**src/logic/gpo_pkg.sv**
```systemverilog
/*
 * gpo_pkg: register map, reset values and widths for the general purpose
 * output alias and input value block of one 32-pin port group.
 * Assumes an APB master with 32-bit data and word aligned byte addresses.
 */
// Function
// clear alias ones force output bits low
// output pins drive low after clear
// clear selects pull-down on pulled inputs
// set alias ones force output bits high
// set selects pull-up on pulled inputs
// toggle alias ones invert output bits
// toggle swaps pull direction on pulled inputs
// zero bits leave value and pull unchanged
// output value and aliases show same value
// read-only input value register, resets zero
// aliases reset zero, span all 32 pins
// input bits follow sampled pin levels
// direction picks drive level or pull select
// write guard blocks output value writes
package gpo_pkg;

    // ****************************************************************
    // widths
    // ****************************************************************
    localparam int GPO_PINS = 32;
    localparam int GPO_ADDR_W = 8;
    localparam int GPO_SYNC_STAGES = 2;

    // ****************************************************************
    // register byte offsets
    // ****************************************************************
    localparam logic [7:0] GPO_OFS_DIRECTION = 8'h00;
    localparam logic [7:0] GPO_OFS_OUT_VALUE = 8'h10;
    localparam logic [7:0] GPO_OFS_CLEAR = 8'h14;
    localparam logic [7:0] GPO_OFS_SET = 8'h18;
    localparam logic [7:0] GPO_OFS_TOGGLE = 8'h1C;
    localparam logic [7:0] GPO_OFS_INPUT = 8'h20;
    localparam logic [7:0] GPO_OFS_PULL_ENABLE = 8'h30;
    localparam logic [7:0] GPO_OFS_WRITE_GUARD = 8'h34;

    // ****************************************************************
    // field positions and reset values
    // ****************************************************************
    localparam int GPO_GUARD_BIT = 0;
    localparam logic [31:0] GPO_RST_WORD = 32'h0000_0000;
    localparam logic GPO_RST_GUARD = 1'b0;

    // kind of register access decoded from the address
    typedef enum logic [2:0] {
        GPO_ACC_NONE = 3'b000,
        GPO_ACC_PLAIN = 3'b001,
        GPO_ACC_CLEAR = 3'b010,
        GPO_ACC_SET = 3'b011,
        GPO_ACC_TOGGLE = 3'b100
    } gpo_acc_type;

endpackage

```
**src/logic/gpo_samp_if.sv**
```systemverilog
/*
 * gpo_samp_if: carries the synchronised pin levels from the input sampler
 * to the register core. Assumes both ends sit on the same pclk.
 */
`timescale 1ns/1ns
interface gpo_samp_if #(parameter int W = 32);
    logic [W-1:0] level;

    modport sampler (output level);
    modport core (input level);
endinterface

```
**src/logic/gpo_in_sampler.sv**
```systemverilog
/*
 * gpo_in_sampler: two flip-flop synchroniser for every pad input.
 * Assumes pads change with no relation to pclk; adds two cycles of delay.
 */
`timescale 1ns/1ns
module gpo_in_sampler
    import gpo_pkg::*;
#(
    parameter int W = GPO_PINS
)
(
    input wire logic pclk,
    input wire logic presetn,
    input wire logic pclk_en,
    input wire logic [W-1:0] pad_in,
    gpo_samp_if.sampler samp
);

    // ****************************************************************
    // synchroniser
    // ****************************************************************
    logic [W-1:0] meta_reg;
    logic [W-1:0] sync_reg;

    // first stage is read only by the second stage
    always_ff @(posedge pclk or negedge presetn)
    begin
        if (!presetn)
        begin
            meta_reg <= '0;
            sync_reg <= '0;
        end
        else if (pclk_en)
        begin
            meta_reg <= pad_in;
            sync_reg <= meta_reg;
        end
    end

    assign samp.level = sync_reg;

endmodule // gpo_in_sampler

```
**src/logic/gpo_port.sv**
```systemverilog
/*
 * gpo_port: output value register with clear, set and toggle aliases, the
 * direction and pull enable controls, a write guard and the input value
 * register of one port group, reached as an APB slave.
 * Assumes one clock pclk and asynchronous active low reset presetn; pads
 * and pull resistors are outside and follow pad_out, pad_oe, pull_*.
 */
`timescale 1ns/1ns
module gpo_port
    import gpo_pkg::*;
#(
    parameter int PINS = GPO_PINS
)
(
    input wire logic pclk,
    input wire logic presetn,
    input wire logic pclk_en,
    input wire logic psel,
    input wire logic penable,
    input wire logic pwrite,
    input wire logic [GPO_ADDR_W-1:0] paddr,
    input wire logic [31:0] pwdata,
    output logic [31:0] prdata,
    output logic pready,
    output logic pslverr,
    input wire logic [PINS-1:0] pad_in,
    output logic [PINS-1:0] pad_out,
    output logic [PINS-1:0] pad_oe,
    output logic [PINS-1:0] pull_enable,
    output logic [PINS-1:0] pull_up
);

    // ****************************************************************
    // elaboration checks
    // ****************************************************************
    // the register map packs one bit per pin into a 32-bit word
    if (PINS < 1 || PINS > 32)
    begin : g_bad_pins
        $error("gpo_port: PINS must be between 1 and 32");
    end

    // ****************************************************************
    // state
    // ****************************************************************
    logic [PINS-1:0] out_reg;
    logic [PINS-1:0] out_next;
    logic [PINS-1:0] dir_reg;
    logic [PINS-1:0] pull_en_reg;
    logic [PINS-1:0] in_reg;
    logic guard_reg;
    logic rd_held_reg;
    logic [31:0] prdata_reg;
    logic [31:0] rd_word;
    logic [PINS-1:0] wmask;
    logic mapped;
    logic setup_phase;
    logic access_phase;
    logic wr_fire;
    logic wr_allowed;
    gpo_acc_type acc;

    gpo_samp_if #(.W(PINS)) samp ();

    // ****************************************************************
    // input sampler
    // ****************************************************************
    gpo_in_sampler #(.W(PINS)) u_sampler (
        .pclk(pclk),
        .presetn(presetn),
        .pclk_en(pclk_en),
        .pad_in(pad_in),
        .samp(samp.sampler)
    );

    // ****************************************************************
    // bus phases
    // ****************************************************************
    // a frozen clock enable also stalls the bus, so no write is lost
    assign setup_phase = psel && !penable && pclk_en;
    assign access_phase = psel && penable && pclk_en;
    assign wr_fire = access_phase && pwrite && mapped;
    // the guard register itself stays writable so software can unlock
    assign wr_allowed = wr_fire && !guard_reg;
    assign wmask = pwdata[PINS-1:0];

    // address decode
    always_comb
    begin
        mapped = 1'b1;
        acc = GPO_ACC_NONE;
        case (paddr)
            GPO_OFS_OUT_VALUE: acc = GPO_ACC_PLAIN;
            GPO_OFS_CLEAR: acc = GPO_ACC_CLEAR;
            GPO_OFS_SET: acc = GPO_ACC_SET;
            GPO_OFS_TOGGLE: acc = GPO_ACC_TOGGLE;
            GPO_OFS_DIRECTION: acc = GPO_ACC_NONE;
            GPO_OFS_INPUT: acc = GPO_ACC_NONE;
            GPO_OFS_PULL_ENABLE: acc = GPO_ACC_NONE;
            GPO_OFS_WRITE_GUARD: acc = GPO_ACC_NONE;
            default: mapped = 1'b0;
        endcase
    end

    // ****************************************************************
    // output value and its aliases
    // ****************************************************************
    // one stored value behind four addresses, no read-modify-write needed
    always_comb
    begin
        out_next = out_reg;
        case (acc)
            GPO_ACC_PLAIN: out_next = wmask;
            GPO_ACC_CLEAR: out_next = out_reg & ~wmask;
            GPO_ACC_SET: out_next = out_reg | wmask;
            GPO_ACC_TOGGLE: out_next = out_reg ^ wmask;
            GPO_ACC_NONE: out_next = out_reg;
            default: out_next = out_reg;
        endcase
    end

    // output value register, all aliases reset with it
    always_ff @(posedge pclk or negedge presetn)
    begin
        if (!presetn)
        begin
            out_reg <= GPO_RST_WORD[PINS-1:0];
        end
        else if (wr_allowed)
        begin
            out_reg <= out_next;
        end
    end

    // ****************************************************************
    // direction, pull enable and guard
    // ****************************************************************
    always_ff @(posedge pclk or negedge presetn)
    begin
        if (!presetn)
        begin
            dir_reg <= GPO_RST_WORD[PINS-1:0];
            pull_en_reg <= GPO_RST_WORD[PINS-1:0];
        end
        else if (wr_allowed)
        begin
            if (paddr == GPO_OFS_DIRECTION)
            begin
                dir_reg <= wmask;
            end
            if (paddr == GPO_OFS_PULL_ENABLE)
            begin
                pull_en_reg <= wmask;
            end
        end
    end

    // write guard bit
    always_ff @(posedge pclk or negedge presetn)
    begin
        if (!presetn)
        begin
            guard_reg <= GPO_RST_GUARD;
        end
        else if (wr_fire && paddr == GPO_OFS_WRITE_GUARD)
        begin
            guard_reg <= pwdata[GPO_GUARD_BIT];
        end
    end

    // ****************************************************************
    // input value register
    // ****************************************************************
    // no write path exists, so bus writes here have no effect
    always_ff @(posedge pclk or negedge presetn)
    begin
        if (!presetn)
        begin
            in_reg <= GPO_RST_WORD[PINS-1:0];
        end
        else if (pclk_en)
        begin
            in_reg <= samp.level;
        end
    end

    // ****************************************************************
    // read data
    // ****************************************************************
    // read word built from the address held in the setup cycle
    always_comb
    begin
        rd_word = GPO_RST_WORD;
        case (paddr)
            GPO_OFS_OUT_VALUE,
            GPO_OFS_CLEAR,
            GPO_OFS_SET,
            GPO_OFS_TOGGLE: rd_word[PINS-1:0] = out_reg;
            GPO_OFS_DIRECTION: rd_word[PINS-1:0] = dir_reg;
            GPO_OFS_PULL_ENABLE: rd_word[PINS-1:0] = pull_en_reg;
            GPO_OFS_INPUT: rd_word[PINS-1:0] = in_reg;
            GPO_OFS_WRITE_GUARD: rd_word[GPO_GUARD_BIT] = guard_reg;
            default: rd_word = GPO_RST_WORD;
        endcase
    end

    // captured in setup, or in the first enabled access cycle when the
    // setup edge fell while the clock enable was low, so the access
    // cycle that completes always presents the word of this transfer
    always_ff @(posedge pclk or negedge presetn)
    begin
        if (!presetn)
        begin
            prdata_reg <= GPO_RST_WORD;
        end
        else if ((setup_phase || (access_phase && !rd_held_reg)) && !pwrite)
        begin
            prdata_reg <= rd_word;
        end
    end

    // set once the read word of the current transfer is held; cleared by
    // the completing edge so the next read captures again
    // limitation: a read after a frozen setup edge takes one wait state,
    // traded for never returning a word from an earlier transfer
    always_ff @(posedge pclk or negedge presetn)
    begin
        if (!presetn)
        begin
            rd_held_reg <= 1'b0;
        end
        else if (pclk_en)
        begin
            rd_held_reg <= psel && !pwrite && !(penable && rd_held_reg);
        end
    end

    // ****************************************************************
    // bus handshake and pads
    // ****************************************************************
    // writes complete at once; a read completes once its word is held,
    // which costs one wait state only after a frozen setup edge
    assign pready = access_phase && (pwrite || rd_held_reg);
    // the error answer stands with pready, where the master samples it
    assign pslverr = pready && !mapped;
    assign prdata = prdata_reg;

    // direction decides drive level or pull selection per pin
    assign pad_out = out_reg;
    assign pad_oe = dir_reg;
    assign pull_enable = ~dir_reg & pull_en_reg;
    assign pull_up = out_reg;

    logic alias_wr;
    assign alias_wr = wr_fire && (acc != GPO_ACC_NONE) && (acc != GPO_ACC_PLAIN);
endmodule // gpo_port

```
**config.mk**
```make
export PLATFORM = sky130hd
export DESIGN_NAME = gpo_port
export DESIGN_NICKNAME = d
export VERILOG_FILES = /design/src/logic/gpo_pkg.sv /design/src/logic/gpo_samp_if.sv /design/src/logic/gpo_in_sampler.sv /design/src/logic/gpo_port.sv
export SDC_FILE = /design/constraint.sdc
export NUM_CORES = 1
export LEC_CHECK = 0
export BUFFER_PORTS_ARGS = -buffer_cell sky130_fd_sc_hd__clkbuf_2
export CAP_MARGIN = 20
export CORE_MARGIN = 8
export CORE_UTILIZATION = 60
export DETAILED_ROUTE_END_ITERATION = 16
export GPL_ROUTABILITY_DRIVEN = 0
export PLACE_DENSITY = 0.86
export SYNTH_ARGS = -nofsm -noshare
export SYNTH_HDL_FRONTEND = slang
export SYNTH_SLANG_ARGS = --single-unit
```
**constraint.sdc**
```tcl
create_clock -name pclk -period 4.1 [get_ports pclk]
set_input_delay 0.82 -clock pclk [delete_from_list [all_inputs] [get_ports pclk]]
set_output_delay 0.82 -clock pclk [all_outputs]
set_load 0.01 [all_outputs]
```
==> out/qor.txt <==
kind of cell adding the most delay to the critical path - buffers and inverters
pwr/cell area - 383 mW/mm^2
cell at the root of the clock tree - sky130_fd_sc_hd__clkbuf_16
final worst slack - 1.24 ns
pin count of the biggest net entering global routing - 104
first-pass iteration count of the detailed router - 7
Place WS - 0.872 ns
Setup Total Neg Slack - 0 ns
floorplan row count - 51
Die Footprint - 0.0240 sq mm
cell chain of the critical path - clkbuf_2, buf_4, o2bb2ai_1, a21boi_0, clkbuf_2
Syn Nets - 1139
Max Freq - 0.349 GHz
final-report hold violation count - 0
max-cap violation count - 0
I/O pins - 240
classification of the worst setup path - in2out
standard cell core area - 0.0192 sq mm
setup repair after global routing missed its margin - no
number of routed nets with antenna violations - 0
Max-slew headroom - 0.472
clock insertion delay at the later pin of the skew report - 0.52 ns
slowest stage cell on the critical path - sky130_fd_sc_hd__buf_4
Synth top cells by count - sky130_fd_sc_hd__dfrtp_1 (226), sky130_fd_sc_hd__mux2_2 (130), sky130_fd_sc_hd__o21ai_0 (80)
Area growth, synth to finish - 17.0%
Final setup viols - 0
sort of element at the end of the critical path - output pin
Post-Synthesis Cell Area - 0.0116 sq mm
maximum fanout along the worst path - 69
x dimension of the die - 155 um
outcome - complete, no violations
sum of overflow across all layers after global routing - 0
post-synthesis cell count - 997
final critical path time including I/O delays and setup - 2.86 ns
clock-pin slew on the worst setup and hold paths - 0.06 ns
Hold Crit Class - in2async
number of max-slew violations in the final report - 0
hpwl dp - 21.2 mm
area fraction of the dominant cell type after synthesis - 0.488
utilization after layout - 0.706
number of DRC markers in iteration 0 - 775
transition time of the tightest slew-check pin - 0.789 ns
most used standard cell by instance count after synthesis - sky130_fd_sc_hd__dfrtp_1
Vias per Instance - 5.95
clock skew - 0.0108 ns
CTS Sinks - 226
ANT cells - 0
drt total wl - 31.1 mm
DR vias - 8714
Yosys warning count - 0
TritonCTS Buffers - 24
share of synthesized flip-flops with an asynchronous set or reset - 1.00
number of port buffers - 239
critical path launch point type - primary input
Synth Register Bits - 226
wire length of the first global-routing pass - 49.2 mm
maximum root-to-sink buffer count - 3
Initial Utilization - 0.603
leakage power summed over all cells - 6.89 nW
net count reported at finish - 1327
post-route total power - 0.00519 W
cell taking the most area after synthesis - sky130_fd_sc_hd__dfrtp_1
buffering stage count on the worst path with inverters included - 3
residual DRC count - 0
via count of the first global-routing pass - 9200
mean instance size in the synthesized netlist - 11.6 sq um
maximum cell stage delay along the critical path - 0.55 ns
CTS tree - yes
Peak VDD IR - 361 uV
share of the yosys chip area belonging to registers - 0.488
mean routed wirelength per cell - 21.2 um
most instantiated flip-flop cell in the synthesis netlist - sky130_fd_sc_hd__dfrtp_1
Critical Path RT - 3.28 ns
post-cts gate resize count - 0
final clock period utilization by the worst path - 0.698
number of antenna violations at the first check in global routing - 2
Post-CTS Setup Inserts - 0
arrival time at the worst endpoint - 2.04 ns
overall global routing resource usage - 0.255
die outline height - 155 um
hold buffer count at cts - 0
footprint of the multi-input gates - 0.00517 sq mm
number of distinct standard cells referenced by the synthesized netlist - 39
fill cell count - 1317
Critical Path Most Common Cell - sky130_fd_sc_hd__clkbuf_2
ratio of cells with drive above 1 in the final layout - 0.383
EDFF count, synth - 0
storage element area - 0.00566 sq mm
CTS H-tree lvls - 1
cell types occupying the most area after synthesis - sky130_fd_sc_hd__dfrtp_1 (49%), sky130_fd_sc_hd__mux2_2 (13%), sky130_fd_sc_hd__ha_1 (6.9%), sky130_fd_sc_hd__mux2i_1 (4.2%), sky130_fd_sc_hd__mux2_4 (3.9%)
routing by layer:
layer / global-route usage / routed length (um) / vias up
li1: - / - / 3852
met1: 0.322 / 12500 / 4346
met2: 0.421 / 15100 / 444
met3: 0.0563 / 2610 / 68
met4: 0.102 / 899 / 4
met5: 0 / 27 / -
path summary, 6_finish.rpt:
check                                   startpoint  cells after the start                 endpoint  slack (ns)
setup / recovery                          paddr[2]                      5                  pslverr        1.24
max in group asynchronous                  presetn                      2                prdata[8]        2.86
hold / removal                             presetn                      1   u_sampler.meta_reg[13]        0.36
setup reg to reg                         guard_reg                      5               pad_oe[19]        1.91
hold reg to reg            u_sampler.samp.level[4]                      1  u_sampler.samp.level[4]        0.50
min in group pclk          u_sampler.samp.level[4]                      1  u_sampler.samp.level[4]        0.50
area by class of cell:
type / instances / share of cell area
Sequential cell: 226 / 0.417
Clock buffer: 34 / 0.0509
Tap cell: 265 / 0.0245
Timing Repair Buffer: 258 / 0.102
Inverter: 66 / 0.0183
Clock inverter: 7 / 0.00646
Multi-Input combinational cell: 609 / 0.381
cells by family (layout without fill, tap and decap cells):
group	after synthesis	count (layout)	synth area share
compound gates	215	215	0.113
fa+ha+maj	64	64	0.0692
buf+inv	162	365	0.0672
flops	226	226	0.488
mux	210	210	0.209
simple gates	120	120	0.0538
report_power, final:
part	switching (W)	total (W)	internal, W
logic	0.000280	0.000530	0.000250
clock network	0.000870	0.00216	0.00129
registers	0.000114	0.00250	0.00239
total	0.00126	0.00519	0.00393
worst register-to-register path, cell delays in order, from the launching register on:
cell,delay (ns)
sky130_fd_sc_hd__dfrtp_1,0.39
sky130_fd_sc_hd__nor2b_1,0.20
sky130_fd_sc_hd__nand3_1,0.13
sky130_fd_sc_hd__or3_2,0.73
sky130_fd_sc_hd__buf_12,0.28
sky130_fd_sc_hd__mux2_4,0.34
through the flow:
stage | cell area (sq um) | hold slack, ns | cells
6_report | 13600 | 0.357 | 1465
5_1_grt | 13600 | 0.407 | 1465
4_1_cts | 13500 | 0.379 | 1464
3_5_place_dp | 12800 | 0.490 | 1423
3_3_place_gp | 12800 | 0.482 | 1423
2_1_floorplan | 11600 | 0.464 | 997
cell usage in the layout, fill, tap and decap left out, types with 2 or more instances in the layout:
cell type | netlist | final
sky130_fd_sc_hd__mux2i_1 | 49 | 49
sky130_fd_sc_hd__nor2b_1 | 35 | 34
sky130_fd_sc_hd__and4_1 | 2 | 2
sky130_fd_sc_hd__buf_4 | 33 | 18
sky130_fd_sc_hd__inv_1 | 65 | 65
sky130_fd_sc_hd__a31oi_1 | 2 | 2
sky130_fd_sc_hd__clkbuf_8 | 0 | 3
sky130_fd_sc_hd__buf_12 | 0 | 2
sky130_fd_sc_hd__clkbuf_2 | 0 | 237
sky130_fd_sc_hd__clkbuf_16 | 0 | 25
sky130_fd_sc_hd__nand3_1 | 2 | 2
sky130_fd_sc_hd__a22o_1 | 16 | 16
sky130_fd_sc_hd__ha_1 | 64 | 64
sky130_fd_sc_hd__mux2_4 | 30 | 30
sky130_fd_sc_hd__bufinv_16 | 0 | 2
sky130_fd_sc_hd__nor4_4 | 2 | 2
sky130_fd_sc_hd__a222oi_1 | 15 | 15
sky130_fd_sc_hd__mux2_2 | 130 | 130
sky130_fd_sc_hd__o21ai_0 | 80 | 80
sky130_fd_sc_hd__nand4_1 | 3 | 3
sky130_fd_sc_hd__clkbuf_1 | 43 | 6
sky130_fd_sc_hd__a21oi_1 | 66 | 66
sky130_fd_sc_hd__nand2_1 | 35 | 35
sky130_fd_sc_hd__nor2_1 | 32 | 32
sky130_fd_sc_hd__a22oi_1 | 31 | 31
sky130_fd_sc_hd__clkinv_2 | 0 | 4
sky130_fd_sc_hd__dfrtp_1 | 226 | 226
Note: power is estimated with default switching activity, not from simulation.
